File: config.mk
export PLATFORM = sky130hd
export DESIGN_NAME = dors_route_select
export DESIGN_NICKNAME = d
export VERILOG_FILES = /design/src/logic/dors_pkg.sv /design/src/logic/dors_route_select.sv
export SDC_FILE = /design/constraint.sdc
export NUM_CORES = 1
export LEC_CHECK = 0
export ABC_AREA = 1
export CAP_MARGIN = 20
export CORE_UTILIZATION = 56
export DETAILED_ROUTE_END_ITERATION = 7
export DONT_BUFFER_PORTS = 1
export PLACE_DENSITY = 0.78
export SETUP_SLACK_MARGIN = 0.3
export SLEW_MARGIN = 20
export SYNTH_ARGS = -nofsm -noshare
export SYNTH_HDL_FRONTEND = slang
export SYNTH_SLANG_ARGS = --single-unit
File: constraint.sdc
create_clock -name clk_i -period 1.76 [get_ports clk_i]
set_input_delay 0.264 -clock clk_i [delete_from_list [all_inputs] [get_ports clk_i]]
set_output_delay 0.264 -clock clk_i [all_outputs]
set_load 0.03 [all_outputs]
File: src/logic/dors_pkg.sv
// constants for the dual output route select block
// assumes a byte-wide register port driven by the serial management logic
package dors_pkg;
  localparam logic [7:0] ADDR_FIRST_ROUTE = 8'h1c;
  localparam logic [7:0] ADDR_RSVD_1D = 8'h1d;
  localparam logic [7:0] ADDR_SECOND_ROUTE = 8'h1e;
  localparam logic [7:0] ADDR_SECOND_POL = 8'h1f;
  localparam logic [7:0] ADDR_RSVD_20 = 8'h20;
  localparam logic [7:0] ADDR_RSVD_21 = 8'h21;
  localparam logic [7:0] ADDR_RSVD_22 = 8'h22;

  localparam logic [7:0] RST_FIRST_ROUTE = 8'h58;
  localparam logic [7:0] RST_SECOND_ROUTE = 8'h09;
  localparam logic [7:0] RST_SECOND_POL = 8'h10;

  localparam int ROUTE_MSB = 7;
  localparam int ROUTE_LSB = 5;
  localparam int DIV_CHOICE_BIT = 4;
  localparam int CTRL_MSB = 3;
  localparam int CTRL_LSB = 2;
  localparam int INVERT_BIT = 7;

  // first output route codes
  localparam logic [2:0] R0_MUTE = 3'h0;
  localparam logic [2:0] R0_CLK10M = 3'h1;
  localparam logic [2:0] R0_RAW = 3'h2;
  localparam logic [2:0] R0_RETIMED = 3'h4;
  // second output route codes
  localparam logic [2:0] R1_RAW = 3'h0;
  localparam logic [2:0] R1_RETIMED = 3'h1;
  localparam logic [2:0] R1_VCO = 3'h2;
  localparam logic [2:0] R1_DIVIDED = 3'h5;
  localparam logic [2:0] R1_MUTE = 3'h7;

  typedef enum logic [1:0] {
    DORS_CTRL_MUTE = 2'h0,
    DORS_CTRL_CLOCK = 2'h1,
    DORS_CTRL_RETIME = 2'h2,
    DORS_CTRL_RAW = 2'h3
  } dors_ctrl_t;
endpackage

File: src/logic/dors_route_select.sv
// route selection for the two serial outputs, polarity control for the second output only
// assumes override enables come from other registers on clk_i; the
// output-control pin, lock and rate flags arrive asynchronously
`timescale 1ns/1ps

module dors_route_select (
  input wire logic clk_i,
  input wire logic rst_b_i,
  input wire logic [7:0] reg_addr_i,
  input wire logic reg_wr_i,
  input wire logic [7:0] reg_wdata_i,
  input wire logic reg_rd_i,
  output logic [7:0] reg_rdata_o,
  input wire logic route_override_i,
  input wire logic ctrl_pin_override_i,
  input wire logic [1:0] out_ctrl_pin_i,
  input wire logic cdr_locked_i,
  input wire logic rate_above_3g_i,
  output logic [2:0] first_output_route_code_o,
  output logic [2:0] second_output_route_code_o,
  output logic divided_clock_choice_o,
  output logic second_output_invert_o
);
  logic [7:0] first_route_reg;
  logic [7:0] second_route_reg;
  logic [7:0] second_pol_reg;
  logic [1:0] pin_meta;
  logic [1:0] pin_sync;
  logic [1:0] stat_meta;
  logic [1:0] stat_sync;
  logic locked;
  logic above_3g;
  logic [1:0] ctrl_code;
  logic [2:0] next_first;
  logic [2:0] next_second;
  logic next_div;

  // route field of a stored byte
  function automatic logic [2:0] route_field(input logic [7:0] stored);
    return stored[dors_pkg::ROUTE_MSB:dors_pkg::ROUTE_LSB];
  endfunction

  // readback byte: applied code on top, stored low bits below it
  function automatic logic [7:0] readback(input logic [2:0] applied, input logic [7:0] stored);
    return {applied, stored[dors_pkg::ROUTE_LSB-1:0]};
  endfunction

  // one address decode shared by the three write blocks
  function automatic logic write_hit(input logic wr, input logic [7:0] addr, input logic [7:0] want);
    return wr && (addr == want);
  endfunction

  assign locked = stat_sync[0];
  assign above_3g = stat_sync[1];

  // pin comes from outside this clock
  always_ff @(posedge clk_i or negedge rst_b_i)
  begin
    if (!rst_b_i)
    begin
      pin_meta <= 2'h0;
      pin_sync <= 2'h0;
    end
    else
    begin
      pin_meta <= out_ctrl_pin_i;
      pin_sync <= pin_meta;
    end
  end

  // lock and rate are unrelated to clk_i; each bit may land a cycle apart
  always_ff @(posedge clk_i or negedge rst_b_i)
  begin
    if (!rst_b_i)
    begin
      stat_meta <= 2'h0;
      stat_sync <= 2'h0;
    end
    else
    begin
      stat_meta <= {rate_above_3g_i, cdr_locked_i};
      stat_sync <= stat_meta;
    end
  end

  // writes to reserved bytes miss every decode and are dropped
  always_ff @(posedge clk_i or negedge rst_b_i)
  begin
    if (!rst_b_i)
      first_route_reg <= dors_pkg::RST_FIRST_ROUTE;
    else if (write_hit(reg_wr_i, reg_addr_i, dors_pkg::ADDR_FIRST_ROUTE))
      first_route_reg <= reg_wdata_i;
  end

  always_ff @(posedge clk_i or negedge rst_b_i)
  begin
    if (!rst_b_i)
      second_route_reg <= dors_pkg::RST_SECOND_ROUTE;
    else if (write_hit(reg_wr_i, reg_addr_i, dors_pkg::ADDR_SECOND_ROUTE))
      second_route_reg <= reg_wdata_i;
  end

  always_ff @(posedge clk_i or negedge rst_b_i)
  begin
    if (!rst_b_i)
      second_pol_reg <= dors_pkg::RST_SECOND_POL;
    else if (write_hit(reg_wr_i, reg_addr_i, dors_pkg::ADDR_SECOND_POL))
      second_pol_reg <= reg_wdata_i;
  end

  // field replaces the pin only when enabled
  assign ctrl_code = ctrl_pin_override_i ? first_route_reg[dors_pkg::CTRL_MSB:dors_pkg::CTRL_LSB]
                                         : pin_sync;

  always_comb
  begin
    next_first = dors_pkg::R0_MUTE;
    next_second = dors_pkg::R1_MUTE;
    next_div = first_route_reg[dors_pkg::DIV_CHOICE_BIT];
    if (route_override_i)
    begin
      // fields drive the muxes directly; pin and shared field are ignored
      next_first = route_field(first_route_reg);
      next_second = route_field(second_route_reg);
      // invalid codes pass through unchanged; their effect is undefined
    end
    else
    begin
      case (ctrl_code)
        dors_pkg::DORS_CTRL_MUTE:
        begin
          next_first = dors_pkg::R0_MUTE;
          next_second = dors_pkg::R1_MUTE;
        end
        dors_pkg::DORS_CTRL_CLOCK:
        begin
          if (locked)
          begin
            next_first = dors_pkg::R0_RETIMED;
            next_second = above_3g ? dors_pkg::R1_DIVIDED : dors_pkg::R1_VCO;
            next_div = 1'b1;
          end
          else
          begin
            next_first = dors_pkg::R0_RAW;
            next_second = dors_pkg::R1_MUTE;
          end
        end
        dors_pkg::DORS_CTRL_RETIME:
        begin
          next_first = locked ? dors_pkg::R0_RETIMED : dors_pkg::R0_RAW;
          next_second = locked ? dors_pkg::R1_RETIMED : dors_pkg::R1_RAW;
        end
        default:
        begin
          next_first = dors_pkg::R0_RAW;
          next_second = dors_pkg::R1_RAW;
        end
      endcase
    end
  end

  // applied selection, registered onto the output mux controls
  always_ff @(posedge clk_i or negedge rst_b_i)
  begin
    if (!rst_b_i)
    begin
      first_output_route_code_o <= dors_pkg::R0_MUTE;
      second_output_route_code_o <= dors_pkg::R1_MUTE;
      divided_clock_choice_o <= 1'b0;
    end
    else
    begin
      first_output_route_code_o <= next_first;
      second_output_route_code_o <= next_second;
      divided_clock_choice_o <= next_div;
    end
  end

  // only the second driver has a polarity control
  always_ff @(posedge clk_i or negedge rst_b_i)
  begin
    if (!rst_b_i)
      second_output_invert_o <= 1'b0;
    else
      second_output_invert_o <= second_pol_reg[dors_pkg::INVERT_BIT];
  end

  // reads: route fields report the applied codes, not the stored ones
  always_ff @(posedge clk_i or negedge rst_b_i)
  begin
    if (!rst_b_i)
      reg_rdata_o <= 8'h00;
    else if (reg_rd_i)
    begin
      case (reg_addr_i)
        dors_pkg::ADDR_FIRST_ROUTE:
          reg_rdata_o <= readback(first_output_route_code_o, first_route_reg);
        dors_pkg::ADDR_SECOND_ROUTE:
          reg_rdata_o <= readback(second_output_route_code_o, second_route_reg);
        dors_pkg::ADDR_SECOND_POL: reg_rdata_o <= second_pol_reg;
        // reserved bytes hold nothing and read as zero
        dors_pkg::ADDR_RSVD_1D, dors_pkg::ADDR_RSVD_20, dors_pkg::ADDR_RSVD_21, dors_pkg::ADDR_RSVD_22:
          reg_rdata_o <= 8'h00;
        default: reg_rdata_o <= 8'h00;
      endcase
    end
  end
endmodule

# Yosys cells after proc, flatten, opt, wreduce, memory -nomap -nowiden
# Cells that the tools add are included.
dict set report word_totals {
  regBits 48
  in_bits 26
  out_inout_bits 16
  elab_cells 35
}
dict set report op_classes {
  n_eq_ne 5
  mux 13
  reduce_logical 5
}
# cell count
set op_table {}
lappend op_table {{$eq A8 B5 Y1 const B} 3}
lappend op_table {{$pmux W8 S3} 1}
lappend op_table {{$mux W3} 5}
lappend op_table {{$pmux W3 S3} 1}
lappend op_table {{$pmux W3 S2} 1}
lappend op_table {{$mux W1} 4}
lappend op_table {{$logic_and A1 B1 Y1} 3}
lappend op_table {{$eq A2 B1 Y1 const B} 1}
lappend op_table {{$eq A2 B2 Y1 const B} 1}
lappend op_table {{$logic_not A2 Y1} 1}
lappend op_table {{$mux W2} 1}
lappend op_table {{$reduce_or A2 Y1} 1}

# Depth between registers and ports, before layout
# Gate-level depths: netlist (run 1).
dict set report depth {
  ltp_word 5
  depth_mapped 9
  mapped_depth_nobuf 9
}

# Worst setup path before layout (run 1)
# OpenSTA, ideal clock, no wires.
dict set report synth_timing {
  path_kind {reg-to-reg}
  from {register first_route_reg[3]}
  to {register first_output_route_code_o[1]}
  setup_time_ns 0.126
  arrival_time_ns 1.267
  required_time_ns 1.634
  path_slack_ns 0.367
  path_stages_with_launch 7
  n_path_buf 0
  period_less_slack_ns 1.393
  path_cell_list {dfstp_2 inv_1 nand2_1 o21ai_0 ha_1 o21ai_0 o21ai_0}
}
dict set report synth_between {
  elab_chain_cells 5
  elab_cells_between_ends 7
  classes_between {eq/ne: 2; mux: 3; reduce/logical: 2}
}
# element line_no
set synth_lines {}
lappend synth_lines {{start: declaration} dors_route_select.sv:24} ;# logic [7:0] first_route_reg;
lappend synth_lines {{start signal: assignment} dors_route_select.sv:90} ;# first_route_reg <= dors_pkg::RST_FIRST_ROUTE;
lappend synth_lines {{start signal: assignment} dors_route_select.sv:92} ;# first_route_reg <= reg_wdata_i;
lappend synth_lines {{$mux W2 (*)} dors_route_select.sv:112} ;# assign ctrl_code = ctrl_pin_override_i ? first_route_reg[dors_pkg::CTRL_MSB:dors_pkg::CTRL_LSB]
lappend synth_lines {{$eq A2 B1 Y1 / $eq A2 B2 Y1 (equally long branches)} dors_route_select.sv:129} ;# case (ctrl_code)
lappend synth_lines {{$reduce_or A2 Y1 (no line)} n/a}
lappend synth_lines {{$pmux W3 S2 (*)} dors_route_select.sv:129}
lappend synth_lines {{$mux W3 (*)} dors_route_select.sv:120} ;# if (route_override_i)
lappend synth_lines {{net next_first[1]} dors_route_select.sv:34} ;# logic [2:0] next_first;
lappend synth_lines {{end signal: assignment} dors_route_select.sv:168} ;# first_output_route_code_o <= dors_pkg::R0_MUTE;
lappend synth_lines {{end signal: assignment} dors_route_select.sv:174} ;# first_output_route_code_o <= next_first;
lappend synth_lines {{end: declaration} dors_route_select.sv:19} ;# output logic [2:0] first_output_route_code_o,
# The timed path passes the listed nets; every way through them passes the cells marked *.
# A chain may end at the register's enable or synchronous reset.

# Worst setup path after layout (run 1)
# Ends and elaborated chain as after synthesis.

==> results of run 1 <==
[worst max path at each step]
stage / start / to / depth (start not counted)
after global routing: first_route_reg[3] / first_output_route_code_o[1] / 7
after floorplan: first_route_reg[3] / first_output_route_code_o[1] / 6
after global placement: first_route_reg[3] / first_output_route_code_o[1] / 6
after detailed placement: pin_sync[1] / first_output_route_code_o[2] / 6
final: first_route_reg[3] / first_output_route_code_o[1] / 7
after CTS: first_route_reg[2] / second_output_route_code_o[0] / 8
[cells in the mapped netlist]
cell type   n
nand3_1    33
clkbuf_1    1
o211ai_1    1
o21ai_0    12
buf_6       3
nand3_4     1
ha_1        5
dfrtp_1    39
a31o_2      1
dfstp_2     9
nor2_8      4
nor2_4      2
nand2_4     3
nand2_1    63
o21a_1      9
nor2_1      3
o22ai_1     1
nand2_2     1
inv_1      25
o21ai_2     6
o21ai_1     2
buf_4       2
a21oi_1     1
a21oi_2     2
[per-stage QoR]
stage               setup WS [ns]  instances
floorplan                   0.367        229
global placement            0.317        273
detailed placement          0.253        273
CTS                         0.304        287
global route                0.304        288
finish                      0.410        288
[cells in the final DEF, fill, tap and decap left out, types with 2 or more instances in the layout]
cell type	synthesis	layout
a21oi_2	2	2
buf_4	2	3
clkbuf_1	1	2
clkbuf_8	0	6
dfrtp_1	39	39
dfstp_2	9	9
dlygate4sd3_1	0	5
ha_1	5	5
inv_1	25	24
nand2_1	63	63
nand2_4	3	3
nand3_1	33	33
nor2_1	3	2
nor2_4	2	2
nor2_8	4	4
o21a_1	9	9
o21ai_0	12	8
o21ai_1	2	4
o21ai_2	6	8
[metal layers]
| layer | share of wire | up-vias | global-route usage | wire length, um |
|---|---|---|---|---|
| li1 | - | 757 | - | - |
| met1 | 0.45 | 706 | 0.268 | 1780 |
| met2 | 0.48 | 39 | 0.341 | 1920 |
| met3 | 0.055 | 5 | 0.0625 | 219 |
| met4 | 0.018 | 0 | 0.0897 | 71 |
| met5 | 0 | - | 0 | 0 |
[power groups by stage]
stage / sequential [mW] / combinational (mW) / clock [mW]
after floorplan: 1.24 / 0.105 / 0
after global placement: 1.25 / 0.117 / 0
after detailed placement: 1.25 / 0.121 / 0
after CTS: 1.23 / 0.159 / 0.687
after global routing: 1.24 / 0.182 / 0.716
final: 1.23 / 0.161 / 0.648
[final cells by class]
cell class / count / area [um^2] / area share
Multi-Input combinational cell: 150 / 881 / 0.361
Timing Repair Buffer: 9 / 100 / 0.0411
Tap cell: 48 / 60.1 / 0.0246
Sequential cell: 48 / 1210 / 0.497
Inverter: 25 / 93.8 / 0.0385
Clock buffer: 8 / 90.1 / 0.0370
[worst max-delay path, delay by kind of cell, from the launching register on]
family / cells / cell delay, ns
buffers and inverters: 1 / 0.06
AO/OA/AOI/OAI: 3 / 0.25
adder cells (fa/ha/maj): 1 / 0.29
flip-flops: 1 / 0.54
AND/OR/NAND/NOR: 2 / 0.13
[kinds of logic (layout without fill, tap and decap cells)]
family                   count (synthesis)  after routing  synth area share
AO/OA/AOI/OAI                           35             35             0.106
adder cells (fa/ha/maj)                  5              5            0.0281
buffers and inverters                   31             42            0.0657
flip-flops                              48             48             0.544
AND/OR/NAND/NOR                        110            110             0.257
[what timing repair did]
| item | 4_1_cts | 5_1_grt |
|---|---|---|
| hold buffers | 6 | 0 |
| gates resized for setup | 2 | 6 |
| setup buffers | 0 | 1 |
| setup endpoints to repair | 5 | 5 |
| endpoints found under the hold margin | 52 | 0 |
| pin swaps | 0 | 1 |
==> run summary, run 1 <==
Outcome - finished clean
Final GP Congestion - 0.811
Fin. max-slew vios - 0
Reg-to-Reg Start - first_route_reg[3]
Switch Pwr - 486 uW
Total negative slack - 0 ns
Max Cap Viol - 0
Reg2reg path depth - 7
Clk sink count - 48
CP max FO - 4
Yosys reg bits - 48
All-Layer GR Usage - 0.212
Initial Util - 0.596
Lkg Pwr - 1.26 nW
CP endpoint kind - flop
Synth warn - 0
Final Hold Vio Count - 0
Yosys top cell by area - dfrtp_1
Dpl cell area - 2250 um^2
Routed Antenna Nets - 0
Port bufs - 0
Worst Setup Path Type - flop to flop
Worst Hold Path Cells - 1
Max Freq - 740 MHz
Post-synth net total - 260
Peak VDD IR - 670 uV
Hold_ws - 0.0522 ns
Crit path DAT - 1.58 ns
Fraction of the yosys area taken by sequential cells - 0.544
Critical path's slowest cell - dfstp_2
Cell Pwr Density - 837 nW/um^2
First-pass GRT wire length - 6510 um
DIE AREA - 4240 um^2
DIE WIDTH - 65.1 um
RSZ-0062 raised after global routing - false
Unique masters post-synth - 24
# nets final - 270
Critical Path RT - 1.99 ns
Design area - 2440 um^2
Final core occ - 0.651
Die Ht - 65.1 um
Clk_skew - 0.00293 ns
Fill cells - 307
Worst path max stage delay - 0.54 ns
Vias in the first global route - 1382
Hold Path Class - primary input to flop
Synth-to-Final Area Change - 9.32%
CP Launch Type - flop
P_int - 1.55 mW
Routed WL - 4000 um
Pwr Total - 2.04 mW
Share of power burned in registers - 0.603
TritonCTS clock tree - yes
Fraction of layout cells with a size suffix above 1 - 0.179
Mapped cell area - 2230 um^2
Row cnt - 22
Gr ovfl total - 0
CTS H-tree lvls - 2
Dpl hpwl - 2930 um
Synth top area cells - dfrtp_1 44%, dfstp_2 11%, nand2_1 11%
Crit share post-route - 0.767
Residual DRC - 0
CTS Buf Count - 5
Routed vias - 1507
Hold EP - first_output_route_code_o[1]
Synth top area share - 0.438
Setup slack, reg-to-reg - 0.41 ns
Core area - 3740 um^2
Syn Inst Count - 229
Slew @ Worst Pin - 0.342 ns
Clock-pin transition on the worst setup and hold timing paths - 0.08 ns
Drt wl/cell - 13.9 um
Root buffer cell - clkbuf_8
Switching share of power - 0.238
Initial antenna violation count - 0
Worst relative slew slack - 0.772
Clock share of power - 0.318
ANT cells - 0
RR Endpoint - first_output_route_code_o[1]
Syn Area/Cell - 9.74 um^2
# IOs - 42
Largest net degree at the start of global routing - 49
Comb pwr share - 0.079
Fin crit period - 1.35 ns
Clock Latency Late Sink - 0.29 ns
Clock Tree Buf Depth - 2
Cells along the critical path - inv_1 -> nand2_1 -> o21ai_2 -> ha_1 -> nand2_1 -> o21ai_1 -> o21ai_1
Detailed Route Iter0 Violations - 121
Avg Vias per Cell - 5.23
Final setup violation count - 0
Hold Startpoint - route_override_i
DRT Pass-1 Iters - 4
(Power assumes the default switching activity.)
==> run 2, diff against run 1 <==
Settings changed: PLACE_DENSITY 0.78 to 0.81.
Clock period 1.76 ns to 1.2 ns, I/O delays scaled along.
==> run summary, run 2 (synthesis gave the netlist of run 1 again) <==
Lkg Pwr - 1.45 nW (+15%)
Detailed Route Iter0 Violations - 94 (-22%)
Routed vias - 1646 (+9.2%)
Final Hold Vio Count - 48 (+48)
Routed WL - 4790 um (+20%)
Outcome - finished, violations left
Fin. max-slew vios - 0 (unchanged)
Final core occ - 0.773 (+0.122)
Hold Path Class - primary input to asynchronous set/reset pin
Drt wl/cell - 15.5 um (+11%)
Share of power burned in registers - 0.578 (-0.025)
Slew @ Worst Pin - 0.328 ns (-0.0138 ns)
Vias in the first global route - 1647 (+19%)
Peak VDD IR - 881 uV (+31%)
Critical Path RT - 1.42 ns (-0.57 ns)
Synth-to-Final Area Change - 29.9%
P_int - 2.35 mW (+51%)
CTS Buf Count - 5 (unchanged)
CP Launch Type - flop
CP max FO - 2 (-2)
All-Layer GR Usage - 0.244 (+0.0321)
CTS H-tree lvls - 2 (unchanged)
Failing checks - hold timing, setup timing
Most common library cell in the layout ignoring fill and taps - nand2_1
Comb pwr share - 0.112 (+0.033)
Routed Antenna Nets - 0 (unchanged)
Design area - 2900 um^2 (+19%)
Hold_ws - -0.430 ns (-0.483 ns)
Fraction of layout cells with a size suffix above 1 - 0.424 (+0.244)
Core area - 3740 um^2 (unchanged)
Reg2reg path depth - 8 (+1)
Row cnt - 22 (unchanged)
Clock-pin transition on the worst setup and hold timing paths - 0.08 ns (about the same)
# nets final - 292 (+8.1%)
Avg Vias per Cell - 5.31 (+1.5%)
Switching share of power - 0.247 (+0.00854)
Max Freq - 738 MHz (-0.37%)
Clk_skew - 0.00331 ns (+0.000383 ns)
Hold_buf cts - 8 (+2)
FF/Latch Area - 1220 um^2 (+0.62%)
DIE WIDTH - 65.1 um (unchanged)
Die Ht - 65.1 um (unchanged)
Final setup violation count - 6 (+6)
Initial antenna violation count - 0 (unchanged)
PnR worst setup slack - -0.155 ns (-0.565 ns)
Multi-input logic area - 1090 um^2 (+23%)
Port bufs - 0 (unchanged)
Root buffer cell - clkbuf_8
Cell Pwr Density - 1080 nW/um^2 (+29%)
Residual DRC - 0 (unchanged)
First-pass GRT wire length - 7670 um (+18%)
Clk sink count - 48 (unchanged)
Dpl hpwl - 3100 um (+6.1%)
Clock Tree Buf Depth - 2 (unchanged)
Fill cells - 262 (-15%)
Commonest non-fill, non-tap cells in the layout - 54 x nand2_1, 33 x dfrtp_1, 18 x nand3_1
CP endpoint kind - flop
Dpl cell area - 2480 um^2 (+10%)
Initial Util - 0.596 (unchanged)
Worst Setup Path Type - flop to flop
RSZ-0062 raised after global routing - true
# IOs - 42 (unchanged)
ANT cells - 0 (unchanged)
Worst relative slew slack - 0.781 (+0.00897)
Largest net degree at the start of global routing - 49 (unchanged)
Fin crit period - 1.36 ns (+0.00500 ns)
Max Cap Viol - 0 (unchanged)
Crit path DAT - 1.58 ns (about the same)
Clock share of power - 0.310 (-0.008)
DIE AREA - 4240 um^2 (unchanged)
TritonCTS clock tree - yes
Final GP Congestion - 0.918 (+13%)
Crit share post-route - 1.13 (+0.362)
DRT Pass-1 Iters - 4 (unchanged)
Gr ovfl total - 0 (unchanged)
Clock Latency Late Sink - 0.29 ns (about the same)
Switch Pwr - 769 uW (+58%)
[run 2: final timing paths]
check	startpoint	endpoint	slack [ns]
max in group asynchronous	rst_b_i	first_route_reg[4]	1.44
min in group clk_i	reg_rd_i	reg_rdata_o[7]	0.01
worst min-delay path	rst_b_i	reg_rdata_o[2]	-0.43
worst max register to register	first_route_reg[2]	second_output_route_code_o[0]	-0.16
worst min register to register	stat_meta[1]	stat_sync[1]	0.35
worst max-delay path	first_route_reg[2]	second_output_route_code_o[0]	-0.16
[run 2: area by class of cell]
class	count	area share
Clock inverter	2	0.00346
Clock buffer	6	0.0285
Multi-Input combinational cell	150	0.376
Timing Repair Buffer	31	0.101
Sequential cell	48	0.421
Inverter	25	0.0497
Tap cell	48	0.0207
[run 2: stage by stage]
stage	setup slack (ns)	setup TNS, ns	hold WS (ns)	power [mW]	cells
3_5_place_dp	-0.134	-0.525	-0.114	2.07	285
5_1_grt	-0.195	-0.985	-0.443	3.24	310
2_1_floorplan	-0.0772	-0.164	-0.116	2.01	229
4_1_cts	-0.123	-0.530	-0.438	3.10	308
3_3_place_gp	-0.109	-0.369	-0.114	2.06	285
6_report	-0.155	-0.676	-0.430	3.12	310
[run 2: critical path, stage by stage (launching register included)]
cell	delay, ns
dfrtp_1	0.39
inv_2	0.07
nand2_2	0.07
o21ai_4	0.07
buf_12	0.13
buf_4	0.13
ha_1	0.22
nand3_1	0.11
o211ai_1	0.10
[run 2: layer usage]
metal | vias to the layer above | track usage | wire [um]
li1 | 805 | - | -
met1 | 783 | 0.304 | 2050
met2 | 54 | 0.424 | 2430
met3 | 4 | 0.0556 | 275
met4 | 0 | 0.0734 | 34
met5 | - | 0 | 0
[run 2: what timing repair did]
item	in CTS	in global routing
buffers inserted	7	2
setup endpoints to repair	27	31
resized for setup	24	19
pin swaps	8	14
cloned	0	0
hold endpoints to repair	62	48
[run 2: power groups by stage]
| stage | Combinational, mW | Clock (mW) | Sequential (mW) |
|---|---|---|---|
| after floorplan | 0.190 | 0 | 1.82 |
| after global placement | 0.235 | 0 | 1.82 |
| after detailed placement | 0.243 | 0 | 1.83 |
| after CTS | 0.314 | 0.988 | 1.80 |
| after global routing | 0.378 | 1.05 | 1.81 |
| final | 0.349 | 0.966 | 1.80 |
==> run 3, diff against run 2 <==
Settings changed: ABC_AREA 1 to unset, CORE_UTILIZATION 56 to 55, HOLD_SLACK_MARGIN set to 0.1, PLACE_DENSITY 0.81 to 0.8.
==> run summary, run 3 <==
Max Cap Viol - 0 (unchanged)
Yosys reg bits - 48 (unchanged)
Syn Area/Cell - 13.9 um^2 (+43%)
Final Hold Vio Count - 53 (+10%)
Multi-input logic area - 1050 um^2 (-3.3%)
Clk sink count - 48 (unchanged)
DRT Pass-1 Iters - 4 (unchanged)
Lkg Pwr - 1.38 nW (-4.8%)
Reg2reg path depth - 4 (-4)
Outcome - finished, violations left
Die Ht - 62.7 um (-3.6%)
Crit share post-route - 1.19 (+0.0617)
Gr ovfl total - 0 (unchanged)
Final GP Congestion - 0.796 (-13%)
Synth top area share - 0.481 (+0.0435)
Critical path's slowest cell - dfstp_2
Row cnt - 21 (-4.5%)
Vias in the first global route - 1563 (-5.1%)
PnR worst setup slack - -0.229 ns (-0.0740 ns)
Fin. max-slew vios - 0 (unchanged)
Slew @ Worst Pin - 0.499 ns (+0.171 ns)
Pwr Total - 3.17 mW (+1.7%)
Core area - 3440 um^2 (-8.1%)
Unique masters post-synth - 26 (+8.3%)
Peak VDD IR - 1500 uV (+70%)
Crit path DAT - 1.66 ns (+0.08 ns)
Commonest non-fill, non-tap cells in the layout - 35 x dfrtp_1, 33 x mux2_4, 20 x buf_4
Worst Setup Path Type - flop to flop
Synth warn - 0 (unchanged)
Largest family of logic cells by synthesized area - multiplexers
Final core occ - 0.852 (+0.0783)
Hold Path Class - primary input to asynchronous set/reset pin
Clock Latency Late Sink - 0.30 ns (about the same)
Synth top area cells - dfrtp_1 48%, mux2_2 18%, dfstp_2 12%
Routed Antenna Nets - 0 (unchanged)
Clock-pin transition on the worst setup and hold timing paths - 0.09 ns (about the same)
Simple-gate portion of the synthesized area - 0.0592 (-0.198)
CP max FO - 3 (+1)
DIE AREA - 3930 um^2 (-7.2%)
CP Launch Type - flop
Fraction of the yosys area taken by sequential cells - 0.598 (+0.0540)
Syn Inst Count - 146 (-36%)
Initial Util - 0.589 (-0.00635)
Cell Pwr Density - 1080 nW/um^2 (+0.43%)
Reg-to-Reg Start - first_route_reg[3]
Worst relative slew slack - 0.667 (-0.114)
Routed WL - 5240 um (+9.3%)
Largest net degree at the start of global routing - 49 (unchanged)
XOR/XNOR share of the synthesized area - 0 (unchanged)
Post-synth EDFFs - 0 (unchanged)
Residual DRC - 0 (unchanged)
# IOs - 42 (unchanged)
TritonCTS clock tree - yes
RSZ-0062 raised after global routing - true
Port bufs - 0 (unchanged)
Routed vias - 1420 (-14%)
Avg Vias per Cell - 5.80 (+9.2%)
All-Layer GR Usage - 0.280 (+0.0357)
Synth-to-Final Area Change - 44.5%
RR Endpoint - first_output_route_code_o[1]
CTS H-tree lvls - 2 (unchanged)
Hold_ws - -0.437 ns (-0.00649 ns)
Failing checks - hold timing, setup timing
Fraction of registers with async set/reset - 1.00 (unchanged)
Mux share of post-synthesis cell area - 0.193 (+0.193)
First-pass GRT wire length - 8060 um (+5.1%)
# nets final - 229 (-22%)
Main synth FF type - dfrtp_1
Critical Path RT - 1.43 ns (about the same)
Fraction of layout cells with a size suffix above 1 - 0.603 (+0.179)
Final setup violation count - 6 (unchanged)
Clk_skew - 0.00490 ns (+0.00159 ns)
Cells along the critical path - mux2i_4 -> ha_4 -> mux2_4 -> o21ai_2
Root buffer cell - clkbuf_8
Clock Tree Buf Depth - 2 (unchanged)
Dpl hpwl - 2880 um (-7.3%)
Hold_buf cts - 13 (+5)
Most common library cell in the layout ignoring fill and taps - dfrtp_1
Drt wl/cell - 21.4 um (+38%)
Count leader, synth - dfrtp_1
Max Freq - 700 MHz (-5.2%)
Setup slack, reg-to-reg - -0.23 ns (-0.07 ns)
Synth Area in Adders - 0.0308 (+0.00279)
CP endpoint kind - flop
Most instantiated cells after synthesis - 39 x dfrtp_1, 33 x mux2_2, 11 x inv_1, 9 x dfstp_2
Yosys top cell by area - dfrtp_1
Synth Area in Compound Gates - 0.0882 (-0.0173)
Post-synth net total - 177 (-32%)
DIE WIDTH - 62.7 um (-3.6%)
CTS Buf Count - 5 (unchanged)
ANT cells - 0 (unchanged)
Fin crit period - 1.43 ns (+0.0740 ns)
Fill cells - 148 (-44%)
Mapped cell area - 2030 um^2 (-9.0%)
FF/Latch Area - 1220 um^2 (-0.20%)
Worst path max stage delay - 0.57 ns (+0.18 ns)
Initial antenna violation count - 0 (unchanged)
Detailed Route Iter0 Violations - 110 (+17%)
==> run 3: changes by cell type in the layout (fill, tap and decap cells not counted), sizes merged, moves of 8 or more <==
cell / before / now
nand3: 34 / 1
nand2: 67 / 5
o21ai: 20 / 1
inv: 25 / 11
mux2: 0 / 33
o21a: 9 / 0
a22oi: 0 / 8
buf: 23 / 37
==> run 3: layout make-up <==
class | instances | area share
tap | 46 | 0.0196
clock buffer | 6 | 0.0282
timing repair buffer | 50 | 0.161
inverter | 11 | 0.0141
multi-input combinational | 82 | 0.359
sequential | 48 | 0.415
clock inverter | 2 | 0.00341
==> run 3: critical path, delay by kind of cell, from the launching register on <==
kind | cells | cell delay (ns)
DFF | 1 | 0.57
muxes | 2 | 0.40
adders and majority gates | 1 | 0.28
AOI/OAI and AO/OA | 1 | 0.12
==> run 3: layer usage <==
metal | vias up | track usage | wire, um
met5 | - | 0 | 0
met4 | 0 | 0.119 | 114
met3 | 11 | 0.0639 | 225
met2 | 54 | 0.465 | 2600
met1 | 729 | 0.352 | 2300
li1 | 626 | - | -
==> run 3: through the flow <==
stage | hold slack (ns) | area, um^2 | TNS (ns) | std cells | worst slack [ns]
global placement | -0.115 | 2270 | -2.49 | 204 | -0.162
finish | -0.437 | 2930 | -0.981 | 245 | -0.229
global route | -0.453 | 2930 | -1.21 | 245 | -0.267
floorplan | -0.116 | 2110 | -2.13 | 146 | -0.159
CTS | -0.443 | 2740 | -0.834 | 232 | -0.208
detailed placement | -0.115 | 2270 | -3.15 | 204 | -0.210
==> run 3: logic make-up (layout without fill, tap and decap cells) <==
logic type / after synthesis / after routing
adders and majority gates: 5 / 5
DFF: 48 / 48
muxes: 35 / 35
and+or+nand+nor: 16 / 16
buffers and inverters: 16 / 69
AOI/OAI and AO/OA: 26 / 26
==> run 3: repair_timing <==
item                       CTS  global route
setup endpoints to repair   54            52
resized for setup           51            22
hold endpoints to repair    91            63
buffers inserted             7            13
pin swaps                   13             5
==> run 3: worst max-delay path by stage <==
stage | from | slack, ns | to | depth (start not counted)
floorplan | first_route_reg[3] | -0.16 | first_output_route_code_o[1] | 4
global placement | first_route_reg[3] | -0.16 | first_output_route_code_o[1] | 4
detailed placement | first_route_reg[3] | -0.21 | second_output_route_code_o[0] | 6
CTS | pin_sync[1] | -0.21 | second_output_route_code_o[0] | 6
global route | first_route_reg[3] | -0.27 | first_output_route_code_o[1] | 4
finish | first_route_reg[3] | -0.23 | first_output_route_code_o[1] | 4
==> run 3: where the power goes <==
part	switching (mW)	internal [mW]	leakage, nW
registers	0.0598	1.70	0.608
logic	0.167	0.249	0.722
clock network	0.531	0.461	0.0510
total	0.758	2.41	1.38
